### config.mk
export PLATFORM = sky130hd
export DESIGN_NAME = scef_socket
export DESIGN_NICKNAME = d
export VERILOG_FILES = /design/src/rtl/scef_pkg.sv /design/src/rtl/scef_socket.sv
export SDC_FILE = /design/constraint.sdc
export NUM_CORES = 1
export LEC_CHECK = 0
export BUFFER_PORTS_ARGS = -buffer_cell sky130_fd_sc_hd__buf_4
export CAP_MARGIN = 20
export CORE_MARGIN = 2
export CORE_UTILIZATION = 40
export DETAILED_ROUTE_END_ITERATION = 8
export PLACE_DENSITY = 0.59
export SLEW_MARGIN = 20
export SYNTH_ARGS = -nofsm -noshare
export SYNTH_HDL_FRONTEND = slang
export SYNTH_SLANG_ARGS = --single-unit
### constraint.sdc
create_clock -name MCLK -period 2.7 [get_ports MCLK]
set_input_delay 0.54 -clock MCLK [delete_from_list [all_inputs] [get_ports MCLK]]
set_output_delay 0.54 -clock MCLK [all_outputs]
set_load 0.005 [all_outputs]
### src/rtl/scef_pkg.sv
package scef_pkg;

	// Register offsets
	localparam logic [7:0] SCEF_OFF_CMD = 8'h01;
	localparam logic [7:0] SCEF_OFF_FLAGS = 8'h02;
	localparam logic [7:0] SCEF_OFF_STATE = 8'h03;
	localparam logic [7:0] SCEF_OFF_MASK = 8'h2C;
	localparam logic [7:0] SCEF_OFF_MODE = 8'h00;
	localparam logic [7:0] SCEF_OFF_TXRD = 8'h22;
	localparam logic [7:0] SCEF_OFF_TXWR = 8'h24;
	localparam logic [7:0] SCEF_OFF_RXRD = 8'h28;

	// Reset values
	localparam logic [7:0] SCEF_RST_FLAGS = 8'h00;
	localparam logic [7:0] SCEF_RST_MASK = 8'hFF;

	// Command codes
	localparam logic [7:0] SCEF_CMD_NONE = 8'h00;
	localparam logic [7:0] SCEF_CMD_DISCONNECT = 8'h08;
	localparam logic [7:0] SCEF_CMD_CLOSE = 8'h10;
	localparam logic [7:0] SCEF_CMD_SEND = 8'h20;
	localparam logic [7:0] SCEF_CMD_SEND_NO_RESOLVE = 8'h21;
	localparam logic [7:0] SCEF_CMD_KEEPALIVE = 8'h22;
	localparam logic [7:0] SCEF_CMD_RECEIVE_DONE = 8'h40;

	// Mode field codes
	localparam logic [3:0] SCEF_MODE_TCP = 4'h1;
	localparam logic [3:0] SCEF_MODE_UDP = 4'h2;

	// Socket state codes
	localparam logic [7:0] SCEF_ST_RELEASED = 8'h00;
	localparam logic [7:0] SCEF_ST_CONNECTED = 8'h17;
	localparam logic [7:0] SCEF_ST_CLOSE_WAIT = 8'h1C;
	localparam logic [7:0] SCEF_ST_FIN_WAIT = 8'h18;
	localparam logic [7:0] SCEF_ST_LAST_ACK = 8'h1D;
	localparam logic [7:0] SCEF_ST_UDP = 8'h22;

	// Event flag bit positions
	localparam int SCEF_BIT_CONNECTED = 0;
	localparam int SCEF_BIT_PEER_FIN = 1;
	localparam int SCEF_BIT_RECEIVED = 2;
	localparam int SCEF_BIT_TIMEOUT = 3;
	localparam int SCEF_BIT_SEND_DONE = 4;
	localparam logic [7:0] SCEF_FLAG_USED = 8'h1F;

	// Timing: probe and disconnect wait before timeout
	localparam int SCEF_TIMEOUT_US = 200;
	localparam int SCEF_CLK_MHZ = 250;
	localparam int SCEF_TIMEOUT_CYC = SCEF_TIMEOUT_US * SCEF_CLK_MHZ;

	// Bus request from host
	typedef struct packed {
		logic [7:0] addr;
		logic [15:0] wdata;
		logic wr;
		logic rd;
	} scef_bus_s;

	// Protocol engine events toward this block
	typedef struct packed {
		logic fin_rx;
		logic finack_rx;
		logic rst_rx;
		logic data_rx;
		logic established;
		logic resolve_timeout;
		logic retransmit_timeout;
		logic keepalive_reply;
		logic send_finished;
	} scef_evt_s;

	// Engine action requests from this block
	typedef struct packed {
		logic send_fin;
		logic send_data;
		logic skip_resolve;
		logic send_keepalive;
		logic rx_free;
	} scef_act_s;

	// Command sequencing states
	typedef enum logic [2:0] {
		SCEF_IDLE,
		SCEF_DISC_WAIT,
		SCEF_SEND_WAIT,
		SCEF_KEEP_WAIT
	} scef_seq_e;

endpackage

### src/rtl/scef_socket.sv
// The plain strobed port was chosen for this implementation.
`timescale 1ns/10ps
`default_nettype none
module scef_socket import scef_pkg::*; #(
	parameter int TIMEOUT_CYCLES = SCEF_TIMEOUT_CYC
) (
	// Clock and reset
	input wire logic MCLK,
	input wire logic RST_N,
	// Register port
	input wire logic [7:0] ADDR,
	input wire logic [15:0] WDATA,
	input wire logic WR,
	input wire logic RD,
	output logic [15:0] RDATA,
	// Protocol engine events, same clock
	input wire scef_evt_s EVT,
	// Protocol engine requests, one cycle pulses
	output scef_act_s ACT,
	// Pointers handed to the engine
	output logic [15:0] TX_FROM,
	output logic [15:0] TX_TO,
	output logic [15:0] RX_FREE_TO,
	// Socket state and event flags as levels
	output logic [7:0] STATE,
	output logic [7:0] FLAGS
);

	// All state in one struct
	typedef struct packed {
		logic [3:0] mode_r;
		logic [7:0] cmd_r;
		logic [7:0] flags_r;
		logic [7:0] mask_r;
		logic [7:0] state_r;
		logic [15:0] txrd_r;
		logic [15:0] txwr_r;
		logic [15:0] rxrd_r;
		logic [15:0] rdata_r;
		scef_act_s act_r;
		scef_seq_e seq_r;
		logic [31:0] tmo_r;
		logic est_seen_r;
	} scef_state_s;

	scef_state_s s_r; // Registered state
	scef_state_s s_nxt; // Next state

	// Read mux, used from the register port only
	function automatic logic [15:0] scef_read(input scef_state_s s, input logic [7:0] a);
		logic [15:0] v;
		v = 16'h0000;
		unique case (a)
			SCEF_OFF_MODE: v = {12'h000, s.mode_r};
			SCEF_OFF_CMD: v = {8'h00, s.cmd_r};
			SCEF_OFF_FLAGS: v = {8'h00, s.flags_r & SCEF_FLAG_USED};
			SCEF_OFF_STATE: v = {8'h00, s.state_r};
			SCEF_OFF_MASK: v = {8'h00, s.mask_r};
			SCEF_OFF_TXRD: v = s.txrd_r;
			SCEF_OFF_TXWR: v = s.txwr_r;
			SCEF_OFF_RXRD: v = s.rxrd_r;
			// Unmapped addresses read zero
			default: v = 16'h0000;
		endcase
		return v;
	endfunction

	// Command decode, exchanges and flags
	always_comb begin
		logic [7:0] ev; // Raw events this cycle
		logic is_tcp;
		logic is_udp;
		logic go_release;
		ev = 8'h00;
		is_tcp = (s_r.mode_r == SCEF_MODE_TCP);
		is_udp = (s_r.mode_r == SCEF_MODE_UDP);
		go_release = 1'b0;
		s_nxt = s_r;
		s_nxt.act_r = '0;
		s_nxt.rdata_r = 16'h0000;
		// A taken command reads back as zero while it runs
		s_nxt.cmd_r = SCEF_CMD_NONE;

		// Engine event sources
		ev[SCEF_BIT_RECEIVED] = EVT.data_rx;
		ev[SCEF_BIT_PEER_FIN] = EVT.fin_rx | EVT.finack_rx;
		ev[SCEF_BIT_TIMEOUT] = EVT.resolve_timeout | EVT.retransmit_timeout;
		// Only the first established edge counts per connection
		if (EVT.established && !s_r.est_seen_r) begin
			ev[SCEF_BIT_CONNECTED] = 1'b1;
			s_nxt.est_seen_r = 1'b1;
			s_nxt.state_r = SCEF_ST_CONNECTED;
		end
		// Peer FIN on an open link moves to half close
		if (EVT.fin_rx && s_r.state_r == SCEF_ST_CONNECTED) begin
			s_nxt.state_r = SCEF_ST_CLOSE_WAIT;
		end

		// Running exchange supervision
		unique case (s_r.seq_r)
			SCEF_IDLE: begin
				s_nxt.tmo_r = 32'h0000_0000;
			end
			SCEF_DISC_WAIT: begin
				if (EVT.finack_rx) begin
					go_release = 1'b1;
				end else if (s_r.tmo_r >= 32'(TIMEOUT_CYCLES - 1)) begin
					// Timeout flag and release in the same cycle
					ev[SCEF_BIT_TIMEOUT] = 1'b1;
					go_release = 1'b1;
				end else begin
					s_nxt.tmo_r = s_r.tmo_r + 32'h0000_0001;
				end
			end
			SCEF_SEND_WAIT: begin
				if (EVT.send_finished) begin
					ev[SCEF_BIT_SEND_DONE] = 1'b1;
					s_nxt.txrd_r = s_r.txwr_r;
					s_nxt.seq_r = SCEF_IDLE;
				end
			end
			SCEF_KEEP_WAIT: begin
				if (EVT.keepalive_reply) begin
					s_nxt.seq_r = SCEF_IDLE;
				end else if (s_r.tmo_r >= 32'(TIMEOUT_CYCLES - 1)) begin
					ev[SCEF_BIT_TIMEOUT] = 1'b1;
					go_release = 1'b1;
				end else begin
					s_nxt.tmo_r = s_r.tmo_r + 32'h0000_0001;
				end
			end
			default: s_nxt.seq_r = SCEF_IDLE;
		endcase

		// Register writes; exchange commands are only taken when idle, close and receive done at any time
		if (WR) begin
			unique case (ADDR)
				SCEF_OFF_MODE: s_nxt.mode_r = WDATA[3:0];
				SCEF_OFF_MASK: s_nxt.mask_r = WDATA[7:0];
				SCEF_OFF_TXWR: s_nxt.txwr_r = WDATA;
				SCEF_OFF_RXRD: s_nxt.rxrd_r = WDATA;
				SCEF_OFF_CMD: begin
					unique case (WDATA[7:0])
						SCEF_CMD_DISCONNECT: begin
							// TCP only; FIN goes out for active and passive close
							if (is_tcp && s_r.seq_r == SCEF_IDLE) begin
								s_nxt.act_r.send_fin = 1'b1;
								s_nxt.state_r = (s_r.state_r == SCEF_ST_CLOSE_WAIT) ?
									SCEF_ST_LAST_ACK : SCEF_ST_FIN_WAIT;
								s_nxt.seq_r = SCEF_DISC_WAIT;
								s_nxt.tmo_r = 32'h0000_0000;
							end
						end
						SCEF_CMD_CLOSE: begin
							go_release = 1'b1;
						end
						SCEF_CMD_SEND: begin
							if (s_r.seq_r == SCEF_IDLE) begin
								s_nxt.act_r.send_data = 1'b1;
								s_nxt.seq_r = SCEF_SEND_WAIT;
							end
						end
						SCEF_CMD_SEND_NO_RESOLVE: begin
							if (is_udp && s_r.seq_r == SCEF_IDLE) begin
								s_nxt.act_r.send_data = 1'b1;
								s_nxt.act_r.skip_resolve = 1'b1;
								s_nxt.seq_r = SCEF_SEND_WAIT;
							end
						end
						SCEF_CMD_KEEPALIVE: begin
							if (is_tcp && s_r.seq_r == SCEF_IDLE) begin
								s_nxt.act_r.send_keepalive = 1'b1;
								s_nxt.seq_r = SCEF_KEEP_WAIT;
								s_nxt.tmo_r = 32'h0000_0000;
							end
						end
						SCEF_CMD_RECEIVE_DONE: begin
							s_nxt.act_r.rx_free = 1'b1;
						end
						// Unknown codes do nothing
						default: s_nxt.act_r = '0;
					endcase
				end
				default: s_nxt.mode_r = s_nxt.mode_r;
			endcase
		end

		// Peer reset overrides state and exchange; same cycle writes and action pulses still take effect
		if (EVT.rst_rx) begin
			go_release = 1'b1;
		end
		if (go_release) begin
			s_nxt.state_r = SCEF_ST_RELEASED;
			s_nxt.seq_r = SCEF_IDLE;
			s_nxt.tmo_r = 32'h0000_0000;
			s_nxt.est_seen_r = 1'b0;
		end

		// Clear by writing ones; a same cycle set still wins
		if (WR && ADDR == SCEF_OFF_FLAGS) begin
			s_nxt.flags_r = s_r.flags_r & ~WDATA[7:0];
		end
		s_nxt.flags_r = (s_nxt.flags_r | (ev & s_r.mask_r)) & SCEF_FLAG_USED;

		// Read data appears one cycle after the strobe
		if (RD) begin
			s_nxt.rdata_r = scef_read(s_r, ADDR);
		end
	end

	// State register
	always_ff @(posedge MCLK or negedge RST_N) begin
		if (!RST_N) begin
			s_r <= '0;
			s_r.mask_r <= SCEF_RST_MASK;
			s_r.flags_r <= SCEF_RST_FLAGS;
			s_r.seq_r <= SCEF_IDLE;
		end else begin
			s_r <= s_nxt;
		end
	end

	// Outputs straight from flops
	assign RDATA = s_r.rdata_r;
	assign ACT = s_r.act_r;
	assign TX_FROM = s_r.txrd_r;
	assign TX_TO = s_r.txwr_r;
	assign RX_FREE_TO = s_r.rxrd_r;
	assign STATE = s_r.state_r;
	assign FLAGS = s_r.flags_r;

endmodule
`default_nettype wire

==> results.md, run 1 <==
- Run status: complete, no violations
- Slew @ Worst Pin: approximately 700 ps
- TritonCTS buffer count: 17
- Routed Antenna Nets: 0
- Core area: between 15000 and 20000 µm²
- Post-synthesis mux area share: 0.1195
- # nets final: approximately 730
- Launch point of the worst path: s_r[14]$_DFF_PN0_
- Hold WS: 106.1 ps
- # port buffers: 118
- Vias per cell: roughly 5.7
- Number of enable flip-flop cells after synthesis: 0
- Clock tree sinks: 130
- Ys Warns: 0
- Final min period: 2468 ps
- Post-synthesis compound-gate area fraction: 0.1184
- Synthesized cell area: between 6000 and 7000 µm²
- WP data required: about 3000 ps
- Reg2Reg Setup Slack: 230 ps
- Post-synthesis adder-cell area fraction: 0.001800
- Gr usage total: 0.2048
- Most numerous cell in the Yosys netlist: dfrtp_1
- Synth top area cells: dfrtp_1 (44%), mux2_2 (11%), buf_4 (9.4%)
- Synth Area in Simple Gates: 0.1692
- Die area: between 15000 and 20000 µm²
- Leak Pwr: about 0.0038 µW
- Initial antenna violation count: 0
- Fmax: approximately 410 MHz
- TritonCTS clock tree: done
- Die Height: 135.8 µm
- Vias post-DR: between 5k and 6k
- Largest net degree at the start of global routing: 41
- Vias in the first global route: around 5.2k
- Clock Skews: roughly 7.7 ps
- Cell row count: 48
- DIE WIDTH: about 140 µm
- Most instantiated cells after synthesis: dfrtp_1 (122), buf_4 (87), mux2_2 (68), nor2_1 (45), nand2_1 (41)
- Startpoint types: flop
- Hold Path Class: in2async
- CP Class: reg2reg
- Max_slew headroom: 0.5283
- RR Endpoint: s_r[10]$_DFF_PN0_
- Skew-Pair Late Insertion Delay: around 420 ps
- Asr flop ratio synth: 1.000
- I/O pins: between 100 and 150
- Ant diodes: 0
- Cell variety after synth: 72
- Share of the synthesized area in the top cell type: 0.4392
- Final hold viol count: 0
- Synth-to-Final Area Change: 16.81%
- Crit-path max FO: 10
- Pins Over Slew Limit: 0
- R2R depth: 6
- CTS Hold Bufs: 0
- Post-DP HPWL: 13190 µm
- Initial Util: 0.4061
- Post-CTS Setup Repair Bufs: 0
- Yosys top cell by area: dfrtp_1
- Avg Inst Size Synth: 10.68 µm²
- WL/cell: about 20 µm
- First-pass GRT wire length: 28750 µm
- Tcrit/Tclk final: 0.9139
- DR DRC count: 0
- Synthesized-area fraction occupied by xor and xnor cells: 0.001260
- RSZ-0062 raised after global routing: no
- H-tree depth: 4
- Setup TNS: 0 ps
- Post-CTS sizing: 0
- CP endpoint kind: flop
- CTS root buf: clkbuf_16
- Grt total ovfl: 0
- FF-to-FF Start: s_r[14]$_DFF_PN0_
- FF+latch count, synth: 130
- Main synth FF type: dfrtp_1
- Count of maximum capacitance violations: 0
- Reg clk slew, reported paths: 60 ps
- Syn Inst Count: 651
- Clk buf depth: 2
- Layout cells sized above 1: 0.3819
- DRT Pass-1 Iters: 7
- Pwr Density: ~600 nW/µm²
- Register area share after synthesis: 0.4694
- Finish-stage setup viols: 0
- Post-Route WL: ~18000 µm
- Crit path DAT: about 2800 ps
- Starting DRT DRC Count: between 400 and 500
- GPL Wtd Cong: 0.8612
- VDD IR-drop max: roughly 0.45 mV
- Main combinational cell family by area after synthesis: simple AND/OR/NAND/NOR gates
## sequential cells by signal, summed over array words and instances, names as in the netlist
signal	flops
s_r	48
RDATA	16
RX_FREE_TO	16
TX_FROM	16
TX_TO	16
STATE	8
ACT	5
FLAGS	5
## worst max-delay path by stage
stage,to,slack (ps),cells past startpoint
global placement,s_r[34]$_DFF_PN0_,90,7
detailed placement,s_r[34]$_DFF_PN0_,50,7
global route,s_r[6]$_DFF_PN0_,30,6
floorplan,s_r[11]$_DFF_PN0_,470,9
finish,s_r[10]$_DFF_PN0_,230,6
CTS,s_r[10]$_DFF_PN0_,240,6
## power by group
part	switching [µW]	leakage [µW]	total (µW)	internal [µW]
registers	70.6	0.00176	2090	2020
clock network	884	0.000273	2290	1400
logic	185	0.00176	371	186
total	1140	0.00380	4740	3600
## per-stage QoR
step	instance area, µm²	power, µW	worst slack, ps	utilization	instances
floorplan	6963	2319	469.2	-	654
global placement	7533	2481	85.61	0.4401	901
detailed placement	7533	2491	53.85	0.4401	901
CTS	8120	4795	239.3	0.4744	932
global route	8120	4929	34.60	0.4744	932
finish	8120	4743	232.4	0.4744	932
## area by class of cell
type | instances | area, µm²
multi-input cells | 397 | 2867
well taps | 225 | 281.5
flip-flops and latches | 130 | 3263
clock inverters | 12 | 133.9
fillers | 1578 | 8996
clock buffers | 19 | 452.9
repair buffers | 140 | 1089
inverters | 9 | 33.78
## layout by cell type, fill, tap and decap left out, types with 6 or more instances in the layout
cell	synthesis	final
a21oi_1	21	21
a31oi_1	9	9
buf_4	87	137
nand4_1	6	6
a222oi_1	15	15
nor3_1	12	12
dfrtp_1	122	122
mux2_2	68	68
and2_1	19	19
nand2_1	41	41
nor2_1	45	45
clkbuf_16	0	17
o21ai_0	13	13
inv_1	9	9
and3_1	18	18
a22o_1	10	10
nand3_1	11	11
dfstp_2	8	8
nor4_1	8	8
## cells by family after synthesis
logic type	Yosys count
AOI/OAI and AO/OA	109
xor gates and xnor gates	1
adders and majority gates	1
buffers and inverters	127
DFF	130
muxes	74
other	1
and+or+nand+nor	208
## routing by layer
layer	GRT usage	part of all wire
met4	0.06655	0.016
met1	0.2849	0.45
met3	0.05145	0.073
met2	0.3143	0.46
met5	0	0
## critical path, cell delays in order (launching register included)
cell and delay (ps):
dfrtp_1 450, or4_4 590, a2111oi_4 350, or3_1 420, o21ai_1 120, and3_1 220, a211oi_2 220
Power figures use the tool's default switching activity.
==> run 2, diff against run 1 <==
--- a/config.mk
+++ b/config.mk
@@ -10,7 +10,7 @@
 export CORE_MARGIN = 2
 export CORE_UTILIZATION = 40
 export DETAILED_ROUTE_END_ITERATION = 8
-export PLACE_DENSITY = 0.59
+export PLACE_DENSITY = 0.71
 export SLEW_MARGIN = 20
 export SYNTH_ARGS = -nofsm -noshare
 export SYNTH_HDL_FRONTEND = slang
==> run 2 against run 1 <==
Worst setup slack better by 59 ps. Via count fell by 0.27%. Count of clock-buffer cells in the layout down 1. Critical path depth unchanged. First-iteration DRC count down 2.5%. Design area is 0.14% lower. Register-to-register slack improved by 60 ps. Routed wire length decreased by 5.0%. Critical path type unchanged.
==> results.md, run 2 (synthesis gave the netlist of run 1 again) <==
- Combinational fraction of design power: 0.076 (was 0.078)
- Run status: complete, no violations (unchanged)
- Max reg flops: 48 (unchanged)
- Starting DRT DRC Count: 468 (was 480)
- CTS Hold Bufs: 0 (unchanged)
- Setup TNS: 0 ps (unchanged)
- Die area: 18450 µm² (unchanged)
- Die Height: 135.8 µm (unchanged)
- Fmax: 415.2 MHz (was 405.3 MHz)
- # nets final: 731 (was 733)
- VDD IR-drop max: 0.4747 mV (was 0.4463 mV)
- Grt total ovfl: 0 (unchanged)
- Seq pwr share: 0.435 (was 0.440)
- Clk network pwr share: 0.489 (was 0.482)
- Hold Path Class: in2async (unchanged)
- Reg clk slew, reported paths: 60 ps (about the same)
- Final min period: 2409 ps (was 2468 ps)
- Fin area: 8109 µm² (was 8120 µm²)
- Leak Pwr: 0.003798 µW (was 0.003801 µW)
- Initial antenna violation count: 0 (unchanged)
- Crit-path max FO: 10 (unchanged)
- RSZ-0062 raised after global routing: no (unchanged)
- Layout cells sized above 1: 0.3810 (was 0.3819)
- DRT Pass-1 Iters: 5 (was 7)
- Largest net degree at the start of global routing: 131 (was 41)
- Crit-path max cell delay: 590 ps (about the same)
- Crit path DAT: 2760 ps (was 2800 ps)
- Vias per cell: 5.641 (was 5.650)
- Top reg by flops: s_r (unchanged)
- CTS root buf: clkbuf_16 (unchanged)
- Fin util: 0.4738 (was 0.4744)
- Skew-Pair Late Insertion Delay: 430 ps (was 420 ps)
- Commonest non-fill, non-tap cells in the layout: buf_4 (136), dfrtp_1 (122), mux2_2 (68), nor2_1 (45), nand2_1 (41) (was buf_4 (137), dfrtp_1 (122), mux2_2 (68), nor2_1 (45), nand2_1 (41))
- Worst path cell trace: or4_4, a2111oi_4, or3_1, o21ai_1, and3_1, a211oi_2 (unchanged)
- TritonCTS clock tree: done (unchanged)
- Clock tree sinks: 130 (unchanged)
- Sw power: 1197 µW (was 1140 µW)
- Cell row count: 48 (unchanged)
- Initial Util: 0.4061 (unchanged)
- Count of maximum capacitance violations: 0 (unchanged)
- Vias post-DR: 5252 (was 5266)
- Synth-to-Final Area Change: 16.65% (was 16.81%)
- Routed Antenna Nets: 0 (unchanged)
- Slowest CP cell: or4_4 (unchanged)
- Switch share: 0.2491 (was 0.2404)
- Internal power: 3609 µW (was 3603 µW)
- WL/cell: 18.56 µm (was 19.52 µm)
- Most common cell after layout, fill and taps aside: buf_4 (unchanged)
- Final worst slack: 291.3 ps (was 232.4 ps)
- TritonCTS buffer count: 17 (unchanged)
- Gr usage total: 0.1945 (was 0.2048)
- I/O pins: 122 (unchanged)
- Post-CTS sizing: 0 (unchanged)
- First-pass GRT wire length: 27380 µm (was 28750 µm)
- Finish-stage setup viols: 0 (unchanged)
- DR DRC count: 0 (unchanged)
- GPL Wtd Cong: 0.9296 (was 0.8612)
- Core area: 17120 µm² (unchanged)
- H-tree depth: 4 (unchanged)
- Vias in the first global route: 5023 (was 5157)
- CP Class: reg2reg (unchanged)
- Ant diodes: 0 (unchanged)
- Slew @ Worst Pin: 744.5 ps (was 706.1 ps)
- Post-DP HPWL: 12350 µm (was 13190 µm)
- DP Worst Slack: 201.7 ps (was 53.85 ps)
- # port buffers: 118 (unchanged)
- DIE WIDTH: 135.8 µm (unchanged)
- Max_slew headroom: 0.5027 (was 0.5283)
- Post-Route WL: 17280 µm (was 18190 µm)
- Clk buf depth: 2 (unchanged)
- Startpoint types: flop (unchanged)
- Post-DP Area: 7506 µm² (was 7533 µm²)
- Pins Over Slew Limit: 0 (unchanged)
- CP endpoint kind: flop (unchanged)
- Pwr Density: 592.7 nW/µm² (was 584.0 nW/µm²)
- Final hold viol count: 0 (unchanged)
- WP data required: 3050 ps (was 3030 ps)
- Clock Skews: 17.22 ps (was 7.670 ps)
- Tcrit/Tclk final: 0.8921 (was 0.9139)
- Post-CTS Setup Repair Bufs: 0 (unchanged)
[run 2: cell count changes in the layout (fill, tap and decap cells not counted), sizes merged]
cell / before / now
inv: 10 / 18
buf: 140 / 138
clkbuf: 19 / 18
clkinv: 4 / 0
clkinvlp: 5 / 3
[run 2: stage by stage]
stage	hold WS, ps	total power (µW)	cells
after detailed placement	493.1	2491	899
final	169.3	4806	931
after floorplan	244.4	2319	654
after CTS	253.0	4855	931
after global routing	273.9	4982	931
after global placement	489.4	2484	899
[run 2: path summary, 6_finish.rpt]
path / startpoint / endpoint / slack, ps / cells after the start
worst max-delay path: s_r[14]$_DFF_PN0_ / s_r[10]$_DFF_PN0_ / 290 / 6
worst min-delay path: RST_N / TX_FROM[11]$_DFFE_PN0P_ / 170 / 2
worst max register to register: s_r[14]$_DFF_PN0_ / s_r[10]$_DFF_PN0_ / 290 / 6
worst min register to register: s_r[19]$_DFF_PN0_ / s_r[19]$_DFF_PN0_ / 510 / 1
max in group asynchronous: RST_N / s_r[21]$_DFF_PN0_ / 1960 / 2
min in group MCLK: WDATA[8] / RX_FREE_TO[8]$_DFFE_PN0P_ / 330 / 2
[run 2: final cells by class]
type,instances,area (µm²)
clock inverters,14,163.9
repair buffers,138,1061
flip-flops and latches,130,3263
inverters,9,33.78
fillers,1538,9007
well taps,225,281.5
clock buffers,18,439.2
multi-input cells,397,2867
[run 2: worst max-delay path: cells and delay by family, from the launching register on]
family / cells / cell delay (ps)
flip-flops: 1 / 460
AND/OR/NAND/NOR: 3 / 1200
AO/OA/AOI/OAI: 3 / 670
[run 2: layer usage]
| metal | routed length, µm | global-route usage | vias to the layer above |
|---|---|---|---|
| met5 | 0 | 0 | - |
| met4 | 337 | 0.06655 | 0 |
| met3 | 1412 | 0.05630 | 23 |
| met2 | 8031 | 0.3064 | 250 |
| met1 | 7502 | 0.2575 | 2611 |
| li1 | - | - | 2368 |
[run 2: power by group through the flow]
stage          Sequential [µW]  Clock [µW]  Combinational [µW]
2_1_floorplan             2080           0                 235
3_3_place_gp              2120           0                 364
3_5_place_dp              2120           0                 369
4_1_cts                   2090        2400                 371
5_1_grt                   2090        2480                 404
6_report                  2090        2350                 367
==> run 3, diff against run 2 <==
--- a/config.mk
+++ b/config.mk
@@ -9,8 +9,10 @@
 export CAP_MARGIN = 20
 export CORE_MARGIN = 2
 export CORE_UTILIZATION = 40
+export CTS_BUF_LIST = sky130_fd_sc_hd__clkbuf_4
 export DETAILED_ROUTE_END_ITERATION = 8
 export PLACE_DENSITY = 0.71
+export REMOVE_ABC_BUFFERS = 1
 export SLEW_MARGIN = 20
 export SYNTH_ARGS = -nofsm -noshare
 export SYNTH_HDL_FRONTEND = slang
==> run 3 against run 2 <==
Final cell count rose by 0.75%. Critical path depth unchanged. Clock power down 30%. Global-route usage up 0.45 points. Critical path type unchanged. Via count is 1.8% lower. Combinational power rose by 3%. Sequential power barely moved. Largest cell class unchanged.
==> results.md, run 3 (synthesis gave the netlist of run 1 again) <==
- Run status: complete, no violations (unchanged)
- Most common cell after layout, fill and taps aside: buf_4 (unchanged)
- Reg2Reg Setup Slack: 280 ps (was 290 ps)
- DRT Pass-1 Iters: 6 (was 5)
- DIE WIDTH: 135.8 µm (unchanged)
- Gr usage total: 0.1990 (was 0.1945)
- Hold Path Class: in2reg (was in2async)
- Fmax: 413.3 MHz (was 415.2 MHz)
- Vias post-DR: 5155 (was 5252)
- Grt total ovfl: 0 (unchanged)
- Leak Pwr: 0.003732 µW (was 0.003798 µW)
- Pwr Density: 519.7 nW/µm² (was 592.7 nW/µm²)
- Post-Route WL: 17570 µm (was 17280 µm)
- Register Area: 3263 µm² (unchanged)
- Crit-path max FO: 10 (unchanged)
- RSZ-0062 raised after global routing: no (unchanged)
- Fillers: 1625 (was 1538)
- Internal power: 3141 µW (was 3609 µW)
- Startpoint types: flop (unchanged)
- Starting DRT DRC Count: 534 (was 468)
- Sw power: 975.9 µW (was 1197 µW)
- FF-to-FF Start: s_r[14]$_DFF_PN0_ (unchanged)
- Clock tree sinks: 130 (unchanged)
- HP Start: WDATA[9]
- Cell row count: 48 (unchanged)
- Final hold viol count: 0 (unchanged)
- Hold Path Stages: 2
- Max_slew headroom: 0.5535 (was 0.5027)
- Initial Util: 0.4061 (unchanged)
- Top reg by flops: s_r (unchanged)
- CP endpoint kind: flop (unchanged)
- CTS Hold Bufs: 1 (was 0)
- I/O pins: 122 (unchanged)
- WP data required: 3120 ps (was 3050 ps)
- Count of maximum capacitance violations: 0 (unchanged)
- Post-CTS sizing: 0 (unchanged)
- GPL Wtd Cong: 0.8528 (was 0.9296)
- Ant diodes: 0 (unchanged)
- RR Endpoint: s_r[12]$_DFF_PN0_ (was s_r[10]$_DFF_PN0_)
- Commonest non-fill, non-tap cells in the layout: buf_4 (142), dfrtp_1 (122), mux2_2 (68), nor2_1 (45), nand2_1 (41) (was buf_4 (136), dfrtp_1 (122), mux2_2 (68), nor2_1 (45), nand2_1 (41))
- Largest net degree at the start of global routing: 45 (was 131)
- TritonCTS clock tree: done (unchanged)
- Core area: 17120 µm² (unchanged)
- Pins Over Slew Limit: 0 (unchanged)
- WL/cell: 18.73 µm (was 18.56 µm)
- Tcrit/Tclk final: 0.8961 (was 0.8921)
- Finish-stage setup viols: 0 (unchanged)
- Crit path DAT: 2840 ps (was 2760 ps)
- Post-CTS Setup Repair Bufs: 0 (unchanged)
- TritonCTS buffer count: 17 (unchanged)
- Slew @ Worst Pin: 668.4 ps (was 744.5 ps)
- Skew-Pair Late Insertion Delay: 540 ps (was 430 ps)
- CP Class: reg2reg (unchanged)
- Layout cells sized above 1: 0.3801 (was 0.3810)
- R2R depth: 6 (unchanged)
- Combinational fraction of design power: 0.092 (was 0.076)
- CTS root buf: clkbuf_4 (was clkbuf_16)
- Die area: 18450 µm² (unchanged)
- VDD IR-drop max: 0.2920 mV (was 0.4747 mV)
- H-tree depth: 4 (unchanged)
- Fin area: 7923 µm² (was 8109 µm²)
- Vias in the first global route: 5170 (was 5023)
- # port buffers: 118 (unchanged)
- Launch point of the worst path: s_r[14]$_DFF_PN0_ (unchanged)
- Vias per cell: 5.496 (was 5.641)
- Clk network pwr share: 0.402 (was 0.489)
- Clock Skews: 21.56 ps (was 17.22 ps)
- Seq pwr share: 0.506 (was 0.435)
- Post-DP HPWL: 12730 µm (was 12350 µm)
- First-pass GRT wire length: 28100 µm (was 27380 µm)
- Clk buf depth: 2 (unchanged)
- # nets final: 738 (was 731)
- Max reg flops: 48 (unchanged)
- Routed Antenna Nets: 0 (unchanged)
- Switch share: 0.2370 (was 0.2491)
- Die Height: 135.8 µm (unchanged)
- Setup TNS: 0 ps (unchanged)
- WHS Endpoint: RX_FREE_TO[9]$_DFFE_PN0P_
- Area of the multi-input gates: 2867 µm² (unchanged)
- Synth-to-Final Area Change: 13.97% (was 16.65%)
- Reg clk slew, reported paths: 110 ps (was 60 ps)
- Post-DP Area: 7551 µm² (was 7506 µm²)
- DR DRC count: 0 (unchanged)
- Final min period: 2419 ps (was 2409 ps)
- Initial antenna violation count: 0 (unchanged)
## run 3: changes by cell type in the layout (fill, tap and decap cells not counted)
cell           change
clkinv_1           +4
bufinv_16          +4
clkbuf_8           -1
clkbuf_16         -17
clkinvlp_4         -2
clkinv_4           +1
dlygate4sd3_1      +1
clkbuf_4          +20
inv_6              -8
buf_4              +6
inv_8              -1
## run 3: stage by stage
stage	setup WS (ps)	utilization	hold slack (ps)	power (µW)	instances
2_1_floorplan	447.8	-	244.4	2224	536
3_3_place_gp	316.2	0.4412	489.4	2496	905
3_5_place_dp	253.1	0.4412	492.7	2502	905
4_1_cts	275.2	0.4629	175.4	4159	938
5_1_grt	116.2	0.4629	166.9	4295	938
6_report	280.5	0.4629	217.1	4117	938
## run 3: final cells by class
cell class,count,share of cell area
sequential,130,0.4119
multi-input combinational,397,0.3618
tap,225,0.03553
clock inverter,12,0.02669
clock buffer,20,0.01895
timing repair buffer,145,0.1409
inverter,9,0.004264
## run 3: power groups by stage
stage	Sequential (µW)	Combinational [µW]	Clock, µW
after global placement	2120	375	0
after CTS	2090	384	1690
after detailed placement	2120	380	0
after global routing	2090	417	1780
after floorplan	2100	129	0
final	2080	378	1650
## run 3: layer usage
layer	vias to the layer above	routed length, µm	global-route usage	part of all wire
li1	2370	-	-	-
met1	2570	7561	0.2610	0.43
met2	200	8344	0.3117	0.47
met3	15	1527	0.07383	0.087
met4	0	139	0.05208	0.0079
met5	-	0	0	0
## run 3: worst max-delay path, stage by stage (launching register included)
cell	delay [ps]
dfrtp_1	460
or4_4	580
a2111oi_4	330
or3_1	410
nor2_2	170
a221oi_1	270
nor2_1	70
## run 3: worst max path at each step
stage | end | depth (start not counted)
floorplan | s_r[13]$_DFF_PN0_ | 6
global placement | s_r[34]$_DFF_PN0_ | 7
detailed placement | STATE[2]$_DFF_PN0_ | 7
CTS | s_r[13]$_DFF_PN0_ | 7
global route | s_r[13]$_DFF_PN0_ | 7
finish | s_r[12]$_DFF_PN0_ | 6
